## config.mk

```make
export PLATFORM = sky130hd
export DESIGN_NAME = csss_sequencer
export DESIGN_NICKNAME = d
export VERILOG_FILES = /design/src/rtl/csss_pkg.sv /design/src/rtl/csss_sync.sv /design/src/rtl/csss_div8.sv /design/src/rtl/csss_sequencer.sv
export SDC_FILE = /design/constraint.sdc
export NUM_CORES = 1
export LEC_CHECK = 0
export ABC_AREA = 1
export BUFFER_PORTS_ARGS = -buffer_cell sky130_fd_sc_hd__buf_2
export CAP_MARGIN = 0
export CORE_MARGIN = 2
export CORE_UTILIZATION = 45
export CTS_CLUSTER_DIAMETER = 150
export DETAILED_ROUTE_END_ITERATION = 16
export PLACE_DENSITY_LB_ADDON = 0.25
export RECOVER_POWER = 50
export SYNTH_ARGS = -nofsm -noshare
export SYNTH_HDL_FRONTEND = slang
export SYNTH_SLANG_ARGS = --single-unit
```

## constraint.sdc

```tcl
create_clock -name clk -period 2.1 [get_ports clk]
set_input_delay 0.42 -clock clk [delete_from_list [all_inputs] [get_ports clk]]
set_output_delay 0.42 -clock clk [all_outputs]
set_load 0.005 [all_outputs]
```

## src/rtl/csss_pkg.sv

```systemverilog
// shared constants and types of the clock source start-up sequencer
package csss_pkg;

    // ------------------------------------------------------------
    // fuse field encodings (a stored 1 means unprogrammed)
    // ------------------------------------------------------------
    localparam logic       FUSE_PROG     = 1'b0;
    localparam logic [3:0] SRC_EXT       = 4'h0;
    localparam logic [3:0] SRC_RSVD      = 4'h1;
    localparam logic [3:0] SRC_RC8M      = 4'h2;
    localparam logic [3:0] SRC_RC128K    = 4'h3;
    localparam logic [3:0] SRC_LF_1K     = 4'h4;
    localparam logic [3:0] SRC_LF_32K    = 4'h5;
    localparam logic [1:0] SUT_RSVD      = 2'h3;

    // ------------------------------------------------------------
    // factory default fuse image
    // ------------------------------------------------------------
    localparam logic [3:0] DEF_SRC       = 4'h2;
    localparam logic [1:0] DEF_SUT       = 2'h2;
    localparam logic       DEF_DIV8      = 1'b0;

    // ------------------------------------------------------------
    // cycle counts
    // ------------------------------------------------------------
    localparam logic [13:0] TOUT_NONE    = 14'h0000;
    localparam logic [13:0] TOUT_SHORT   = 14'h0200;
    localparam logic [16:0] CK_6         = 17'h00006;
    localparam logic [16:0] CK_258       = 17'h00102;
    localparam logic [16:0] CK_1K        = 17'h00400;
    localparam logic [16:0] CK_RESET_ADD = 17'h00013;
    localparam logic [2:0]  DIV8_LAST    = 3'h7;

    // ------------------------------------------------------------
    // register map (byte offsets) and fields
    // ------------------------------------------------------------
    localparam logic [3:0] REG_CONFIG    = 4'h0;
    localparam logic [3:0] REG_STATUS    = 4'h4;
    localparam logic [3:0] REG_CONTROL   = 4'h8;
    localparam int         CFG_SRC_LSB   = 0;
    localparam int         CFG_SUT_LSB   = 4;
    localparam int         CFG_DIV8_BIT  = 6;
    localparam int         CTL_SLEEP_BIT = 0;
    localparam int         CTL_WAKE_BIT  = 1;
    localparam int         CTL_NOISE_BIT = 2;

    // ------------------------------------------------------------
    // types
    // ------------------------------------------------------------
    typedef enum logic [2:0] {
        KIND_EXT, KIND_RC128K, KIND_RC8M, KIND_LFXTAL, KIND_LPXTAL, KIND_RSVD
    } csss_kind_e;

    typedef enum logic [1:0] {
        TSEL_NONE, TSEL_SHORT, TSEL_LONG
    } csss_tsel_e;

    typedef enum logic [2:0] {
        ST_HOLD  = 3'b000,
        ST_TOUT  = 3'b001,
        ST_OSC   = 3'b011,
        ST_RUN   = 3'b010,
        ST_SLEEP = 3'b110
    } csss_state_e;

    function automatic csss_kind_e csss_kind(input logic [3:0] src);
        if (src[3])
            return KIND_LPXTAL;
        unique case (src)
            SRC_LF_1K, SRC_LF_32K: return KIND_LFXTAL;
            SRC_RC128K:            return KIND_RC128K;
            SRC_RC8M:              return KIND_RC8M;
            SRC_EXT:               return KIND_EXT;
            default:               return KIND_RSVD;
        endcase
    endfunction : csss_kind

endpackage : csss_pkg

```

## src/rtl/csss_sync.sv

```systemverilog
// two flip-flop synchroniser for pin and foreign-clock inputs
`timescale 1ns/1ps
module csss_sync
    import csss_pkg::*;
#(
    parameter int              W    = 1,
    parameter logic [W-1:0]    INIT = '0
) (
    // clock and control
    input  wire logic          clk,
    input  wire logic          rst,
    input  wire logic          ce,
    // asynchronous in, synchronised out
    input  wire logic [W-1:0]  d_in,
    output logic      [W-1:0]  d_out
);

    typedef struct packed {
        logic [W-1:0] s1;
        logic [W-1:0] s2;
    } csss_sync_s;

    csss_sync_s st_q;
    csss_sync_s st_d;

    always_comb begin
        st_d    = st_q;
        st_d.s1 = d_in;
        st_d.s2 = st_q.s1;
    end

    always_ff @(posedge clk) begin
        if (rst) begin
            st_q <= '{s1: INIT, s2: INIT};
        end else if (ce) begin
            st_q <= st_d;
        end
    end

    assign d_out = st_q.s2;

endmodule : csss_sync

```

## src/rtl/csss_div8.sv

```systemverilog
// system clock prescaler: one tick per oscillator cycle, or per eight
`timescale 1ns/1ps
module csss_div8
    import csss_pkg::*;
(
    // clock and control
    input  wire logic  clk,
    input  wire logic  rst,
    input  wire logic  ce,
    // oscillator cycles in, system ticks out
    input  wire logic  osc_edge,
    input  wire logic  run,
    input  wire logic  div8_on,
    output logic       tick
);

    typedef struct packed {
        logic [2:0] cnt;
        logic       tick;
    } csss_div_s;

    csss_div_s st_q;
    csss_div_s st_d;

    always_comb begin
        st_d      = st_q;
        st_d.tick = 1'b0;
        if (!run) begin
            st_d.cnt = '0;
        end else if (osc_edge) begin
            st_d.cnt  = st_q.cnt + 3'h1;
            st_d.tick = !div8_on || (st_q.cnt == DIV8_LAST);
        end
    end

    always_ff @(posedge clk) begin
        if (rst) begin
            st_q <= '0;
        end else if (ce) begin
            st_q <= st_d;
        end
    end

    assign tick = st_q.tick;

    property p_div8_gap;
        @(posedge clk) disable iff (rst)
        (tick && div8_on && run) |=> !tick [*7];
    endproperty
    a_div8_gap: assert property (p_div8_gap) else $error("divided tick too soon");

endmodule : csss_div8

```

## src/rtl/csss_sequencer.sv

```systemverilog
// clock source selection and reset release sequencer, top level
`timescale 1ns/1ps
module csss_sequencer
    import csss_pkg::*;
#(
    parameter logic [13:0] TOUT_LONG_CYC = 14'h2000,
    parameter logic [16:0] CK_16K_CYC    = 17'h04000,
    parameter logic [16:0] CK_32K_CYC    = 17'h08000
) (
    // clock and control
    input  wire logic         clk,
    input  wire logic         rst,
    input  wire logic         ce,
    // avalon-mm slave
    input  wire logic [3:0]   avs_address,
    input  wire logic [3:0]   avs_byteenable,
    input  wire logic         avs_read,
    input  wire logic         avs_write,
    input  wire logic [31:0]  avs_writedata,
    output logic      [31:0]  avs_readdata,
    output logic              avs_waitrequest,
    // reset sources and oscillators (asynchronous)
    input  wire logic         ext_reset_in,
    input  wire logic         wdt_osc_in,
    input  wire logic         sel_osc_in,
    input  wire logic         async_osc_in,
    // core side
    output logic              core_reset,
    output logic              core_clock_en,
    output logic              converter_clock_en,
    output logic              async_timer_clock_en,
    output logic      [2:0]   source_kind,
    output logic      [2:0]   crystal_range_select,
    output logic              clock_select_low_bit,
    output logic              fuse_fault
);

    // ------------------------------------------------------------
    // start-up decode
    // ------------------------------------------------------------
    function automatic csss_tsel_e tout_sel(input logic [3:0] src, input logic [1:0] sut);
        if (src[3]) begin
            unique case ({src[0], sut})
                3'h0, 3'h3, 3'h6: return TSEL_SHORT;
                3'h1, 3'h4, 3'h7: return TSEL_LONG;
                default:          return TSEL_NONE;
            endcase
        end
        unique case (sut)
            2'h0:    return TSEL_NONE;
            2'h1:    return TSEL_SHORT;
            default: return TSEL_LONG;
        endcase
    endfunction : tout_sel

    function automatic logic [16:0] osc_cycles(input logic [3:0] src, input logic [1:0] sut);
        if (src[3]) begin
            if (src[0])
                return (sut == 2'h0) ? CK_1K : CK_16K_CYC;
            return sut[1] ? CK_1K : CK_258;
        end
        unique case (src)
            SRC_LF_1K:  return CK_1K;
            SRC_LF_32K: return CK_32K_CYC;
            default:    return CK_6;
        endcase
    endfunction : osc_cycles

    // ------------------------------------------------------------
    // state
    // ------------------------------------------------------------
    typedef struct packed {
        csss_state_e state;
        logic [3:0]  cfg_src;
        logic [1:0]  cfg_sut;
        logic        cfg_div8;
        logic        noise;
        logic [3:0]  src;
        logic [1:0]  sut;
        logic        div8;
        logic [2:0]  kind;
        logic        fault;
        logic        waking;
        logic [13:0] wdt_cnt;
        logic [16:0] osc_cnt;
        logic        wdt_prev;
        logic        osc_prev;
        logic        asy_prev;
        logic        core_reset;
        logic        cpu_en;
        logic        adc_en;
        logic        asy_en;
        logic        rd_done;
        logic [31:0] rdata;
    } csss_main_s;

    csss_main_s  st_q;
    csss_main_s  st_d;
    logic [3:0]  pins_s;
    logic        rst_src, wdt_lvl, osc_lvl, asy_lvl;
    logic        wdt_edge, osc_edge, asy_edge;
    logic        sys_tick;
    logic [13:0] tout_len;
    logic [16:0] osc_target;
    logic        wr_cfg, wr_ctl;

    // reset source starts high so the first cycles after rst stay held
    csss_sync #(.W (4), .INIT (4'h8)) u_sync (
        .clk   (clk),
        .rst   (rst),
        .ce    (ce),
        .d_in  ({ext_reset_in, wdt_osc_in, sel_osc_in, async_osc_in}),
        .d_out (pins_s)
    );

    assign rst_src  = pins_s[3];
    assign wdt_lvl  = pins_s[2];
    assign osc_lvl  = pins_s[1];
    assign asy_lvl  = pins_s[0];
    assign wdt_edge = wdt_lvl && !st_q.wdt_prev;
    assign osc_edge = osc_lvl && !st_q.osc_prev;
    assign asy_edge = asy_lvl && !st_q.asy_prev;

    csss_div8 u_div8 (
        .clk      (clk),
        .rst      (rst),
        .ce       (ce),
        .osc_edge (osc_edge),
        .run      (st_q.state == ST_RUN),
        .div8_on  (st_q.div8 == FUSE_PROG),
        .tick     (sys_tick)
    );

    always_comb begin
        unique case (tout_sel(st_q.src, st_q.sut))
            TSEL_SHORT: tout_len = TOUT_SHORT;
            TSEL_LONG:  tout_len = TOUT_LONG_CYC;
            default:    tout_len = TOUT_NONE;
        endcase
    end

    // reset adds 19 cycles on top of the wake-up count
    assign osc_target = osc_cycles(st_q.src, st_q.sut)
                      + (st_q.waking ? 17'h00000 : CK_RESET_ADD);

    // ------------------------------------------------------------
    // bus slave
    // ------------------------------------------------------------
    assign wr_cfg = avs_write && avs_byteenable[0] && (avs_address == REG_CONFIG);
    assign wr_ctl = avs_write && avs_byteenable[0] && (avs_address == REG_CONTROL);

    // ------------------------------------------------------------
    // next state
    // ------------------------------------------------------------
    always_comb begin
        st_d          = st_q;
        st_d.wdt_prev = wdt_lvl;
        st_d.osc_prev = osc_lvl;
        st_d.asy_prev = asy_lvl;
        st_d.rd_done  = avs_read && !st_q.rd_done;
        st_d.rdata    = '0;
        if (avs_read && !st_q.rd_done) begin
            unique case (avs_address)
                REG_CONFIG:  st_d.rdata = {25'h0, st_q.cfg_div8, st_q.cfg_sut, st_q.cfg_src};
                REG_STATUS:  st_d.rdata = {23'h0, st_q.waking, st_q.fault, st_q.core_reset,
                                           st_q.kind, st_q.state};
                REG_CONTROL: st_d.rdata = {29'h0, st_q.noise, 2'h0};
                default:     st_d.rdata = '0;
            endcase
        end
        // new fuse image is only picked up at the next reset capture
        if (wr_cfg) begin
            st_d.cfg_src  = avs_writedata[CFG_SRC_LSB +: 4];
            st_d.cfg_sut  = avs_writedata[CFG_SUT_LSB +: 2];
            st_d.cfg_div8 = avs_writedata[CFG_DIV8_BIT];
        end
        if (wr_ctl) begin
            st_d.noise = avs_writedata[CTL_NOISE_BIT];
        end

        unique case (st_q.state)
            ST_HOLD: begin
                st_d.src     = st_q.cfg_src;
                st_d.sut     = st_q.cfg_sut;
                st_d.div8    = st_q.cfg_div8;
                st_d.kind    = csss_kind(st_q.cfg_src);
                st_d.fault   = (st_q.cfg_src == SRC_RSVD)
                            || (!st_q.cfg_src[3] && st_q.cfg_sut == SUT_RSVD);
                st_d.waking  = 1'b0;
                st_d.wdt_cnt = '0;
                st_d.osc_cnt = '0;
                if (!rst_src) begin
                    st_d.state = ST_TOUT;
                end
            end
            ST_TOUT: begin
                if (st_q.wdt_cnt == tout_len) begin
                    st_d.state   = ST_OSC;
                    st_d.osc_cnt = '0;
                end else if (wdt_edge) begin
                    st_d.wdt_cnt = st_q.wdt_cnt + 14'h0001;
                end
            end
            ST_OSC: begin
                if (st_q.osc_cnt == osc_target) begin
                    st_d.state = ST_RUN;
                end else if (osc_edge) begin
                    st_d.osc_cnt = st_q.osc_cnt + 17'h00001;
                end
            end
            ST_RUN: begin
                if (wr_ctl && avs_writedata[CTL_SLEEP_BIT]) begin
                    st_d.state = ST_SLEEP;
                end
            end
            ST_SLEEP: begin
                if (wr_ctl && avs_writedata[CTL_WAKE_BIT]) begin
                    st_d.state   = ST_OSC;
                    st_d.waking  = 1'b1;
                    st_d.osc_cnt = '0;
                end
            end
            default: st_d.state = ST_HOLD;
        endcase
        if (rst_src) begin
            st_d.state = ST_HOLD;
        end

        st_d.core_reset = (st_d.state == ST_HOLD) || (st_d.state == ST_TOUT)
                       || (st_d.state == ST_OSC && !st_d.waking);
        st_d.cpu_en     = sys_tick && (st_q.state == ST_RUN) && !rst_src && !st_q.noise;
        st_d.adc_en     = sys_tick && (st_q.state == ST_RUN);
        st_d.asy_en     = asy_edge;
    end

    always_ff @(posedge clk) begin
        if (rst) begin
            st_q          <= '0;
            st_q.state    <= ST_HOLD;
            st_q.cfg_src  <= DEF_SRC;
            st_q.cfg_sut  <= DEF_SUT;
            st_q.cfg_div8 <= DEF_DIV8;
            st_q.src      <= DEF_SRC;
            st_q.sut      <= DEF_SUT;
            st_q.div8     <= DEF_DIV8;
            st_q.kind     <= KIND_RC8M;
            st_q.core_reset <= 1'b1;
            st_q.wdt_prev <= 1'b1;
            st_q.osc_prev <= 1'b1;
            st_q.asy_prev <= 1'b1;
        end else if (ce) begin
            st_q <= st_d;
        end
    end

    // ------------------------------------------------------------
    // outputs
    // ------------------------------------------------------------
    assign avs_waitrequest      = avs_read && !st_q.rd_done;
    assign avs_readdata         = st_q.rdata;
    assign core_reset           = st_q.core_reset;
    assign core_clock_en        = st_q.cpu_en;
    assign converter_clock_en   = st_q.adc_en;
    assign async_timer_clock_en = st_q.asy_en;
    assign source_kind          = st_q.kind;
    assign crystal_range_select = st_q.src[3:1];
    assign clock_select_low_bit = st_q.src[0];
    assign fuse_fault           = st_q.fault;

    // ------------------------------------------------------------
    // checks
    // ------------------------------------------------------------
    property p_default_cfg;
        @(posedge clk) rst |=> (st_q.cfg_src == DEF_SRC && st_q.cfg_sut == DEF_SUT
                                && st_q.cfg_div8 == DEF_DIV8);
    endproperty
    a_default_cfg: assert property (p_default_cfg) else $error("bad default fuses");
    property p_hold_on_src;
        @(posedge clk) disable iff (rst)
        (rst_src && ce) |=> (core_reset && st_q.state == ST_HOLD);
    endproperty
    a_hold_on_src: assert property (p_hold_on_src) else $error("reset source ignored");
    property p_tout_wdt_only;
        @(posedge clk) disable iff (rst)
        (st_q.state == ST_TOUT && !wdt_edge && !rst_src && ce) |=> $stable(st_q.wdt_cnt);
    endproperty
    a_tout_wdt_only: assert property (p_tout_wdt_only) else $error("time-out miscounted");
    property p_tout_len;
        @(posedge clk) disable iff (rst)
        (st_q.state == ST_TOUT) |-> (st_q.wdt_cnt <= tout_len);
    endproperty
    a_tout_len: assert property (p_tout_len) else $error("time-out overrun");
    property p_release;
        @(posedge clk) disable iff (rst)
        $fell(core_reset) |-> ($past(st_q.state) == ST_OSC && st_q.state == ST_RUN);
    endproperty
    a_release: assert property (p_release) else $error("reset released early");
    property p_wake_path;
        @(posedge clk) disable iff (rst)
        (st_q.state == ST_SLEEP && wr_ctl && avs_writedata[CTL_WAKE_BIT] && !rst_src && ce)
            |=> (st_q.state == ST_OSC && !core_reset);
    endproperty
    a_wake_path: assert property (p_wake_path) else $error("wake took time-out");
    property p_async_sleep;
        @(posedge clk) disable iff (rst)
        (asy_edge && ce) |=> async_timer_clock_en;
    endproperty
    a_async_sleep: assert property (p_async_sleep) else $error("async clock lost");
    property p_noise;
        @(posedge clk) disable iff (rst)
        (sys_tick && st_q.state == ST_RUN && st_q.noise && ce)
            |=> (converter_clock_en && !core_clock_en);
    endproperty
    a_noise: assert property (p_noise) else $error("noise reduction gating wrong");
    property p_gate;
        @(posedge clk) disable iff (rst)
        core_clock_en |-> (!core_reset && $past(st_q.state) == ST_RUN);
    endproperty
    a_gate: assert property (p_gate) else $error("core clock before release");

endmodule : csss_sequencer

```

==> results of run 1 <==
[layout make-up]
| class | instances | share of cell area (%) |
|---|---|---|
| sequential | 83 | 29.6 |
| clock inverter | 6 | 1.31 |
| clock buffer | 10 | 2.45 |
| timing repair buffer | 76 | 8.83 |
| multi-input combinational | 551 | 50.4 |
| tap | 140 | 3.11 |
| inverter | 64 | 4.27 |
[flip-flops by register name, indices dropped and copies added (netlist names), 3 cells and up]
name and flops:
st_q 50, crystal_range_select 3, u_sync.st_d 4, u_sync.d_out 4, u_div8.st_q 3, avs_readdata 9, source_kind 3
[metal layers]
metal,vias up,share of wire (%),track usage (%)
li1,2433,-,-
met1,2185,48,28.6
met3,12,4.8,4.15
met5,-,0,0
met2,101,46,32.1
met4,0,1.0,5.06
[where the power goes]
part	switching, mW	internal [mW]
Combinational	0.314	0.179
Clock	0.636	0.595
Sequential	0.0344	1.62
[critical path: cells and delay by family, from the launching register on]
| kind | cells | cell delay (ns) |
|---|---|---|
| AND/OR/NAND/NOR | 7 | 0.66 |
| buffers and inverters | 4 | 0.42 |
| flip-flops | 1 | 0.34 |
| adder cells (fa/ha/maj) | 1 | 0.27 |
| AO/OA/AOI/OAI | 2 | 0.19 |
| XOR/XNOR | 1 | 0.10 |
[placed cells by master, fill, tap and decap left out, types with 10 or more instances in the layout]
cell,Yosys,routed
nand2_1,148,146
clkbuf_1,13,16
a21oi_2,12,13
conb_1,1,23
o21ai_0,31,31
nand2_2,14,15
inv_1,60,58
nor2_1,102,103
a21oi_1,56,55
nand3_1,69,67
clkbuf_8,1,10
buf_4,40,25
buf_2,5,28
nor3_1,10,10
xor2_1,25,25
dfxtp_1,83,80
[logic make-up after synthesis]
| family | count (synthesis) | synth area share, % |
|---|---|---|
| XOR/XNOR | 28 | 4.88 |
| flip-flops | 83 | 33.0 |
| AND/OR/NAND/NOR | 375 | 33.5 |
| adder cells (fa/ha/maj) | 6 | 1.49 |
| buffers and inverters | 129 | 13.5 |
| AO/OA/AOI/OAI | 118 | 13.5 |
| other | 1 | 0.0746 |
[repair_timing]
item	CTS	global route
setup buffers	4	3
endpoints found under the setup margin	11	32
gates resized for setup	6	13
pin swaps	3	2
cloned	2	0
[how the worst max path moves through the flow]
stage	slack, ns	to	start	depth (start not counted)
finish	0.005	st_q[55]	crystal_range_select[0]	15
global route	-0.15	st_q[46]	crystal_range_select[0]	15
CTS	0.01	st_q[40]	crystal_range_select[0]	15
detailed placement	-0.02	st_q[41]	crystal_range_select[0]	15
global placement	0.02	st_q[41]	crystal_range_select[0]	15
floorplan	0.009	st_q[48]	crystal_range_select[0]	15
==> flow_summary.toml, run 1 <==
[worst_hold_path]
hold_class = "input pin to register"
holdPathEnd = "u_sync.st_d[3]"
holdPathStages = 3
min_from = "ext_reset_in"

[grt]
antenna_found_initial = 0
grt_max_degree = 54
grt_pass1_wl_mm = 19.6
grt_pass1_vias = 4228
grt-ovfl-total = 0
grtUsageTotal_pct = 20.4

[timing]
skew_ns = 0.00931
tightestPinTransition_ns = 1.22
whs_ns = 0.272
hold_viol_final = 0
relSlewSlack_pct = 18.5
fin_crit_sh_pct = 99.8
rsz0062_at_grt = "yes"
max_freq_mhz = 477
slew_viol_final = 0
period_needed_ns = 2.09
finalSetupTns_ns = 0
setup_viol = 0
setup_slack_ns = 0.00500

[detailed_routing]
vias = 4731
route.detailed.wl_per_inst_um = 12.9
avgViaCountPerCell = 5.09
ant_nets = 0
drt-initial-drc-count = 256
finalWirelength_mm = 12.0
drt_first_pass_iters = 5
drc = 0

[logic_synthesis]
synth_edf_count = 0
syn_avg_cell_area_um2 = 6.80
synth.cell_area_mm2 = 0.00503
synthArstFlopShare_pct = 0
yosys.area.top_type_share_pct = 33.0
postSynthCellCount = 740
yosysMostFrequentCell = "nand2_1"
synth.area.top_cells = "dfxtp_1 33%, nand2_1 11%, nor2_1 7.6%, nand3_1 6.9%, buf_4 6.0%"
ys.flop_type = "dfxtp_1"
yosys-top-cells-count = "148 x nand2_1, 102 x nor2_1, 83 x dfxtp_1"
yosysUniqueCellTypes = 47
yosysWarnings = 0
synth_largest_area_cell = "dfxtp_1"
ys_ff_latch = 83
seq_area_frac_synth_pct = 33.0

[cts]
cts_tree = "done"
hold_buffers = 0
numCtsBuffers = 9
path_clk_slew_ns = 0.09
clock_latency_ns = 0.37
root_buffer = "clkbuf_8"
clock_sinks = 83
clockBufferDepth = 2
cts-htree-levels = 3

[finish]
final_nets = 840
multi_input_area_mm2 = 0.00284
area_growth_pct = 11.9
utilization_pct = 51.7
stdcell_area_mm2 = 0.00563
final_cells = 930
layout-drive-gt1-share_pct = 17.2
antenna_cells = 0
regArea_mm2 = 0.00167
n_fill_cell = 1098

[power]
leakage_nw = 2.20
p_per_area_mw_per_mm2 = 600
peakVddDrop_mv = 0.466
finalPower_mw = 3.37

[floorplanning]
initial_core_util_pct = 46.2
die_w_um = 110
die_area_mm2 = 0.0120
die_h_um = 110
io_pins = 94
num_rows = 38
coreArea_mm2 = 0.0109

[placement]
placed_cells = 907
routabilityCongestion = 0.899
hpwl_mm = 8.54
dpl-instance-area_mm2 = 0.00532
io_buffer_count = 42
pre_cts_ws_ns = -0.0226

[setup_path]
startpoint_type = "register"
worstSetupEndpointType = "register"
required_ns = 2.35
rr_endpoint = "st_q[55]"
worstPathArrival_ns = 2.34
reg2reg_slack_ns = 0.005
crit_slowest_cell = "dfxtp_2"
crit_top_cell = "inv_2"
ff2ff_path_depth = 15
slowest_delay_ns = 0.34
critical_path.max_fanout = 9
r2r-start = "crystal_range_select[0]"
crit_chain = "inv_2, nand2_2, o21ai_2, inv_2, ha_4, xnor2_2, nand2_1, nor2_1, nand3b_1, nor2_2, nand4_4, buf_6, buf_8, nand3_1, a21oi_2"
worstSetupPathType = "register to register"

[run]
maxCapViolations = 0

[status]
status = "finished clean"
(Power assumes the default switching activity.)
==> run 2, diff against run 1 <==
MAX_ROUTING_LAYER = met4   (was not set)
SETUP_SLACK_MARGIN = 0.3   (was not set)
clock period = 2.72 ns   (was 2.1 ns; I/O delays follow)
==> run 2 against run 1 <==
Net effect:
- worst hold slack better by 0.11 ns
- combinational power is 33% lower
- setup slack better by 0.38 ns
- die area stayed put
- sequential power is 22% lower
==> flow_summary.toml, run 2 (synthesized netlist as in run 1, its figures left out) <==
[timing]
max_freq_mhz = 429
skew_ns = 0.00938
setup_viol = 0
finalSetupTns_ns = 0
tightestPinTransition_ns = 1.29
rsz0062_at_grt = "yes"
period_needed_ns = 2.33
setup_slack_ns = 0.387
slew_viol_final = 0
relSlewSlack_pct = 13.8
hold_viol_final = 0
fin_crit_sh_pct = 85.8

[finish]
area_growth_pct = 7.71
largest_reg_flops = 50
layout-drive-gt1-share_pct = 14.2
antenna_cells = 0
regArea_mm2 = 0.00166
regMostFlops = "st_q"
final_common_cell = "nand2_1"
n_fill_cell = 1126
final_nets = 820
mostFrequentLayoutCells = "147 x nand2_1, 102 x nor2_1, 81 x dfxtp_1"
multi_input_area_mm2 = 0.00282

[run]
maxCapViolations = 0

[cts]
hold_buffers = 0
clock_latency_ns = 0.37
cts_tree = "done"
numCtsBuffers = 9
root_buffer = "clkbuf_8"
clock_sinks = 83
clockBufferDepth = 2
path_clk_slew_ns = 0.09
cts-htree-levels = 3

[setup_path]
critical_path.max_fanout = 5
worstSetupPathType = "register to register"
crit_chain = "nand2_2, o21ai_2, inv_2, ha_4, xnor2_2, nand2_1, nor2_1, nand3b_1, nor2_2, nand4_4, clkbuf_16, nand3_1, a21oi_2"
crit_slowest_cell = "dfxtp_1"
startpoint_type = "register"
worstSetupEndpointType = "register"
worstPathArrival_ns = 2.53
required_ns = 2.92
reg2reg_slack_ns = 0.39
critPathTopFamily = "simple AND/OR/NAND/NOR gates"
slowest_delay_ns = 0.41
path_buf_inv = 2

[detailed_routing]
finalWirelength_mm = 11.8
route.detailed.wl_per_inst_um = 13.0
drc = 0
avgViaCountPerCell = 5.10
vias = 4638
drt-initial-drc-count = 265
drt_first_pass_iters = 5
ant_nets = 0

[grt]
grt_pass1_vias = 4024
grtUsageTotal_pct = 20.4
grt_pass1_wl_mm = 19.0
antenna_found_initial = 0
grt_max_degree = 54
grt-ovfl-total = 0

[power]
p_per_area_mw_per_mm2 = 468
peakVddDrop_mv = 0.347
finalPower_mw = 2.53
leakage_nw = 2.07

[floorplanning]
num_rows = 38
coreArea_mm2 = 0.0109
io_pins = 94
die_area_mm2 = 0.0120
die_w_um = 110
die_h_um = 110
initial_core_util_pct = 46.2

[worst_hold_path]
hold_class = "input pin to register"

[status]
status = "finished clean"

[placement]
routabilityCongestion = 0.914
hpwl_mm = 8.33
io_buffer_count = 42
pre_cts_ws_ns = 0.236
==> run 2: cell type report <==
type / count / share of cell area, %
inverter: 64 / 4.43
sequential: 83 / 30.7
clock inverter: 6 / 1.34
timing repair buffer: 56 / 5.96
multi-input combinational: 551 / 52.0
tap: 140 / 3.23
clock buffer: 10 / 2.36
==> run 2: final timing paths <==
kind,start,cells past startpoint,to
max reg2reg,crystal_range_select[1],13,st_q[46]
max,crystal_range_select[1],13,st_q[46]
min,ext_reset_in,3,u_sync.st_d[3]
min reg2reg,st_q[56],2,st_q[56]
==> run 2: stage by stage <==
stage	util, %	instances	hold slack [ns]	cell area (µm²)
after floorplan	-	762	0.429	5110
after global placement	47.2	889	0.439	5130
after detailed placement	47.2	889	0.449	5130
after CTS	49.3	906	0.365	5370
after global routing	49.8	910	0.387	5420
final	49.8	910	0.385	5420
==> run 2: per-layer routing <==
layer / global-route usage (%) / share of wire, % / up-vias / wire length (µm)
met1: 28.3 / 49 / 2128 / 5850
met4: 5.79 / 1.1 / 0 / 130
met2: 30.5 / 45 / 111 / 5290
met5: - / 0 / - / 0
li1: - / - / 2388 / -
met3: 3.68 / 4.8 / 11 / 569
==> run 2: power breakdown <==
group / leakage [nW] / internal (mW) / switching (mW)
registers: 0.676 / 1.25 / 0.0306
logic: 1.30 / 0.104 / 0.227
clock network: 0.0910 / 0.434 / 0.492
total: 2.07 / 1.78 / 0.750
==> run 2: worst register-to-register path: stages (launching register included) <==
cell and delay (ns):
dfxtp_1 0.41, nand2_2 0.09, o21ai_2 0.18, inv_2 0.06, ha_4 0.28, xnor2_2 0.11, nand2_1 0.06, nor2_1 0.09
nand3b_1 0.10, nor2_2 0.15, nand4_4 0.23, clkbuf_16 0.26, nand3_1 0.09, a21oi_2 0.06
==> run 2: timing repair <==
action,CTS,global route
cloned,0,2
gates resized for setup,2,10
pin swaps,1,5
setup endpoints to repair,17,29
buffers inserted,1,2
hold endpoints to repair,0,0
==> run 3, diff against run 2 <==
ABC_AREA = not set   (was 1)
==> run 3 against run 2 <==
Net effect:
- the flow now finishes with violations (setup timing)
- core utilization up 2.1 points
- synthesized area down 13%
- via count is 18% lower
- first-iteration DRC count decreased by 42%
- non-clock buffer count up 20
- global-route usage barely moved
- worst hold slack better by 0.023 ns
- flip-flop and latch count did not move
- critical endpoint is now core_reset
- largest power group unchanged
==> flow_summary.toml, run 3 <==
[setup_path]
startpoint_type = "register"
crit_chain = "nand2b_4, o22ai_2, ha_2, xnor2_2, or4_1, a2111o_1, or4_4, o211ai_2, o21ai_1, a221o_1"
worstSetupEndpointType = "register"
critPathTopFamily = "compound AO/OA/AOI/OAI gates"
slowest_delay_ns = 0.43
r2r-start = "st_q[78]"
reg2reg_slack_ns = -0.03
required_ns = 2.98
rr_endpoint = "core_reset"
critical_path.max_fanout = 2
crit_slowest_cell = "or4_4"
worstPathArrival_ns = 3.01
ff2ff_path_depth = 10
path_buf_inv = 0
worstSetupPathType = "register to register"

[timing]
relSlewSlack_pct = 55.7
setup_viol = 1
fin_crit_sh_pct = 101
hold_viol_final = 0
tightestPinTransition_ns = 0.662
rsz0062_at_grt = "yes"
skew_ns = 0.0177
slew_viol_final = 0
setup_slack_ns = -0.0264
period_needed_ns = 2.75
max_freq_mhz = 364

[placement]
pre_cts_ws_ns = -0.0682
routabilityCongestion = 0.836
io_buffer_count = 42
placed_cells = 699
hpwl_mm = 7.20
dpl-instance-area_mm2 = 0.00475

[floorplanning]
initial_core_util_pct = 45.7
die_h_um = 103
die_area_mm2 = 0.0106
io_pins = 94
num_rows = 36
coreArea_mm2 = 0.00964
die_w_um = 103

[logic_synthesis]
postSynthCellCount = 539
synth_top_family_by_area = "simple AND/OR/NAND/NOR gates"
syn_avg_cell_area_um2 = 8.16
synth_mux_area_share_pct = 6.34
synth.cell_area_mm2 = 0.00440
yosys-top-cells-count = "83 x dfxtp_1, 64 x nor2_1, 55 x nand2_1"
ys.flop_type = "dfxtp_1"
yosysMostFrequentCell = "dfxtp_1"
synth-simple-area-share_pct = 25.7
synthArstFlopShare_pct = 0
synth.area.top_cells = "dfxtp_1 38%, buf_4 6.8%, nor2_1 5.5%, nand2_1 4.7%, mux2i_1 4.5%"
seq_area_frac_synth_pct = 37.8
synth_edf_count = 0
yosysUniqueCellTypes = 61
synth_largest_area_cell = "dfxtp_1"
yosys.area.top_type_share_pct = 37.8
yosysWarnings = 0
synth_xor_area_share_pct = 4.98
synth_fa_ha_area_share_pct = 1.71
ys_ff_latch = 83
synth-compound-area-share_pct = 12.6

[grt]
antenna_found_initial = 0
grtUsageTotal_pct = 20.4
grt_max_degree = 34
grt-ovfl-total = 0
grt_pass1_vias = 3557
grt_pass1_wl_mm = 16.9

[cts]
numCtsBuffers = 9
clockBufferDepth = 2
cts_tree = "done"
root_buffer = "clkbuf_8"
clock_sinks = 83
path_clk_slew_ns = 0.10
clock_latency_ns = 0.36
cts-htree-levels = 3

[power]
swShare_pct = 25.5
finalPower_mw = 2.31
p_int_mw = 1.72
clkPwrFrac_pct = 39.1
sequentialPowerShare_pct = 53.6
leakage_nw = 1.85
netSwitchingPower_mw = 0.591
p_per_area_mw_per_mm2 = 462
combPwrFrac_pct = 7.3
peakVddDrop_mv = 0.245

[detailed_routing]
avgViaCountPerCell = 5.29
drt_first_pass_iters = 5
drt-initial-drc-count = 154
vias = 3800
drc = 0
finalWirelength_mm = 10.1
route.detailed.wl_per_inst_um = 14.0
ant_nets = 0

[finish]
final_common_cell = "dfxtp_1"
final_cells = 719
largest_reg_flops = 50
regMostFlops = "st_q"
layout-drive-gt1-share_pct = 19.1
final_nets = 636
stdcell_area_mm2 = 0.00500
mostFrequentLayoutCells = "79 x dfxtp_1, 64 x nor2_1, 55 x nand2_1"
antenna_cells = 0
area_growth_pct = 13.7

[worst_hold_path]
hold_class = "input pin to register"
holdPathEnd = "u_sync.st_d[3]"
holdPathStages = 3
min_from = "ext_reset_in"

[run]
maxCapViolations = 0

[status]
status = "complete, but fails checks"
violations = "setup timing"
## run 3: area by class of cell
| cell class | count | area, µm² |
|---|---|---|
| Tap cell | 133 | 166 |
| Timing Repair Buffer | 76 | 449 |
| Inverter | 16 | 60.1 |
| Multi-Input combinational cell | 395 | 2460 |
| Clock inverter | 7 | 75.1 |
| Clock buffer | 9 | 124 |
| Fill cell | 943 | 4640 |
| Sequential cell | 83 | 1670 |
## run 3: worst max-delay path by stage
stage | end | cells past startpoint | slack, ns | startpoint
after global routing | core_reset | 10 | -0.09 | st_q[78]
after global placement | core_reset | 10 | 0.006 | crystal_range_select[1]
final | core_reset | 10 | -0.03 | st_q[78]
after floorplan | core_reset | 10 | 0.005 | crystal_range_select[2]
after detailed placement | st_q[45] | 12 | -0.07 | crystal_range_select[1]
after CTS | core_reset | 10 | 0.008 | crystal_range_select[1]
## run 3: metal layers
layer	routed length, µm	global-route usage (%)
met5	0	-
met3	317	3.25
met1	4740	26.5
met4	112	5.77
met2	4900	33.0
## run 3: cell families after synthesis
logic type	Yosys count
other	1
XOR/XNOR	25
buffers and inverters	83
flip-flops	83
multiplexers	27
adder cells (fa/ha/maj)	6
AND/OR/NAND/NOR	228
AO/OA/AOI/OAI	86
## run 3: through the flow
stage          util [%]  hold WS [ns]  TNS [ns]
6_report           51.9         0.408   -0.0264
3_5_place_dp       49.2         0.455    -0.215
5_1_grt            51.9         0.427    -0.215
2_1_floorplan         -         0.432         0
4_1_cts            51.5         0.405         0
3_3_place_gp       49.2         0.445         0
## run 3: power groups by stage
stage | clock, mW | sequential, mW | combinational (mW)
3_5_place_dp | 0 | 1.27 | 0.167
3_3_place_gp | 0 | 1.27 | 0.164
6_report | 0.905 | 1.24 | 0.169
4_1_cts | 0.929 | 1.24 | 0.169
2_1_floorplan | 0 | 1.27 | 0.132
5_1_grt | 0.977 | 1.24 | 0.189
## run 3: worst reg2reg max path, cell delays in order (launching register included)
cell      delay (ns)
dfxtp_4         0.35
nand2b_4        0.14
o22ai_2         0.13
ha_2            0.23
xnor2_2         0.08
or4_1           0.40
a2111o_1        0.42
or4_4           0.43
o211ai_2        0.08
o21ai_1         0.10
a221o_1         0.30
## run 3: what timing repair did
item                                    CTS  global route
resized for setup                         3             8
buffers inserted                          1             3
endpoints found under the setup margin   17            24
pin swaps                                 4             1
endpoints found under the hold margin     0             0
hold buffers                              0             0
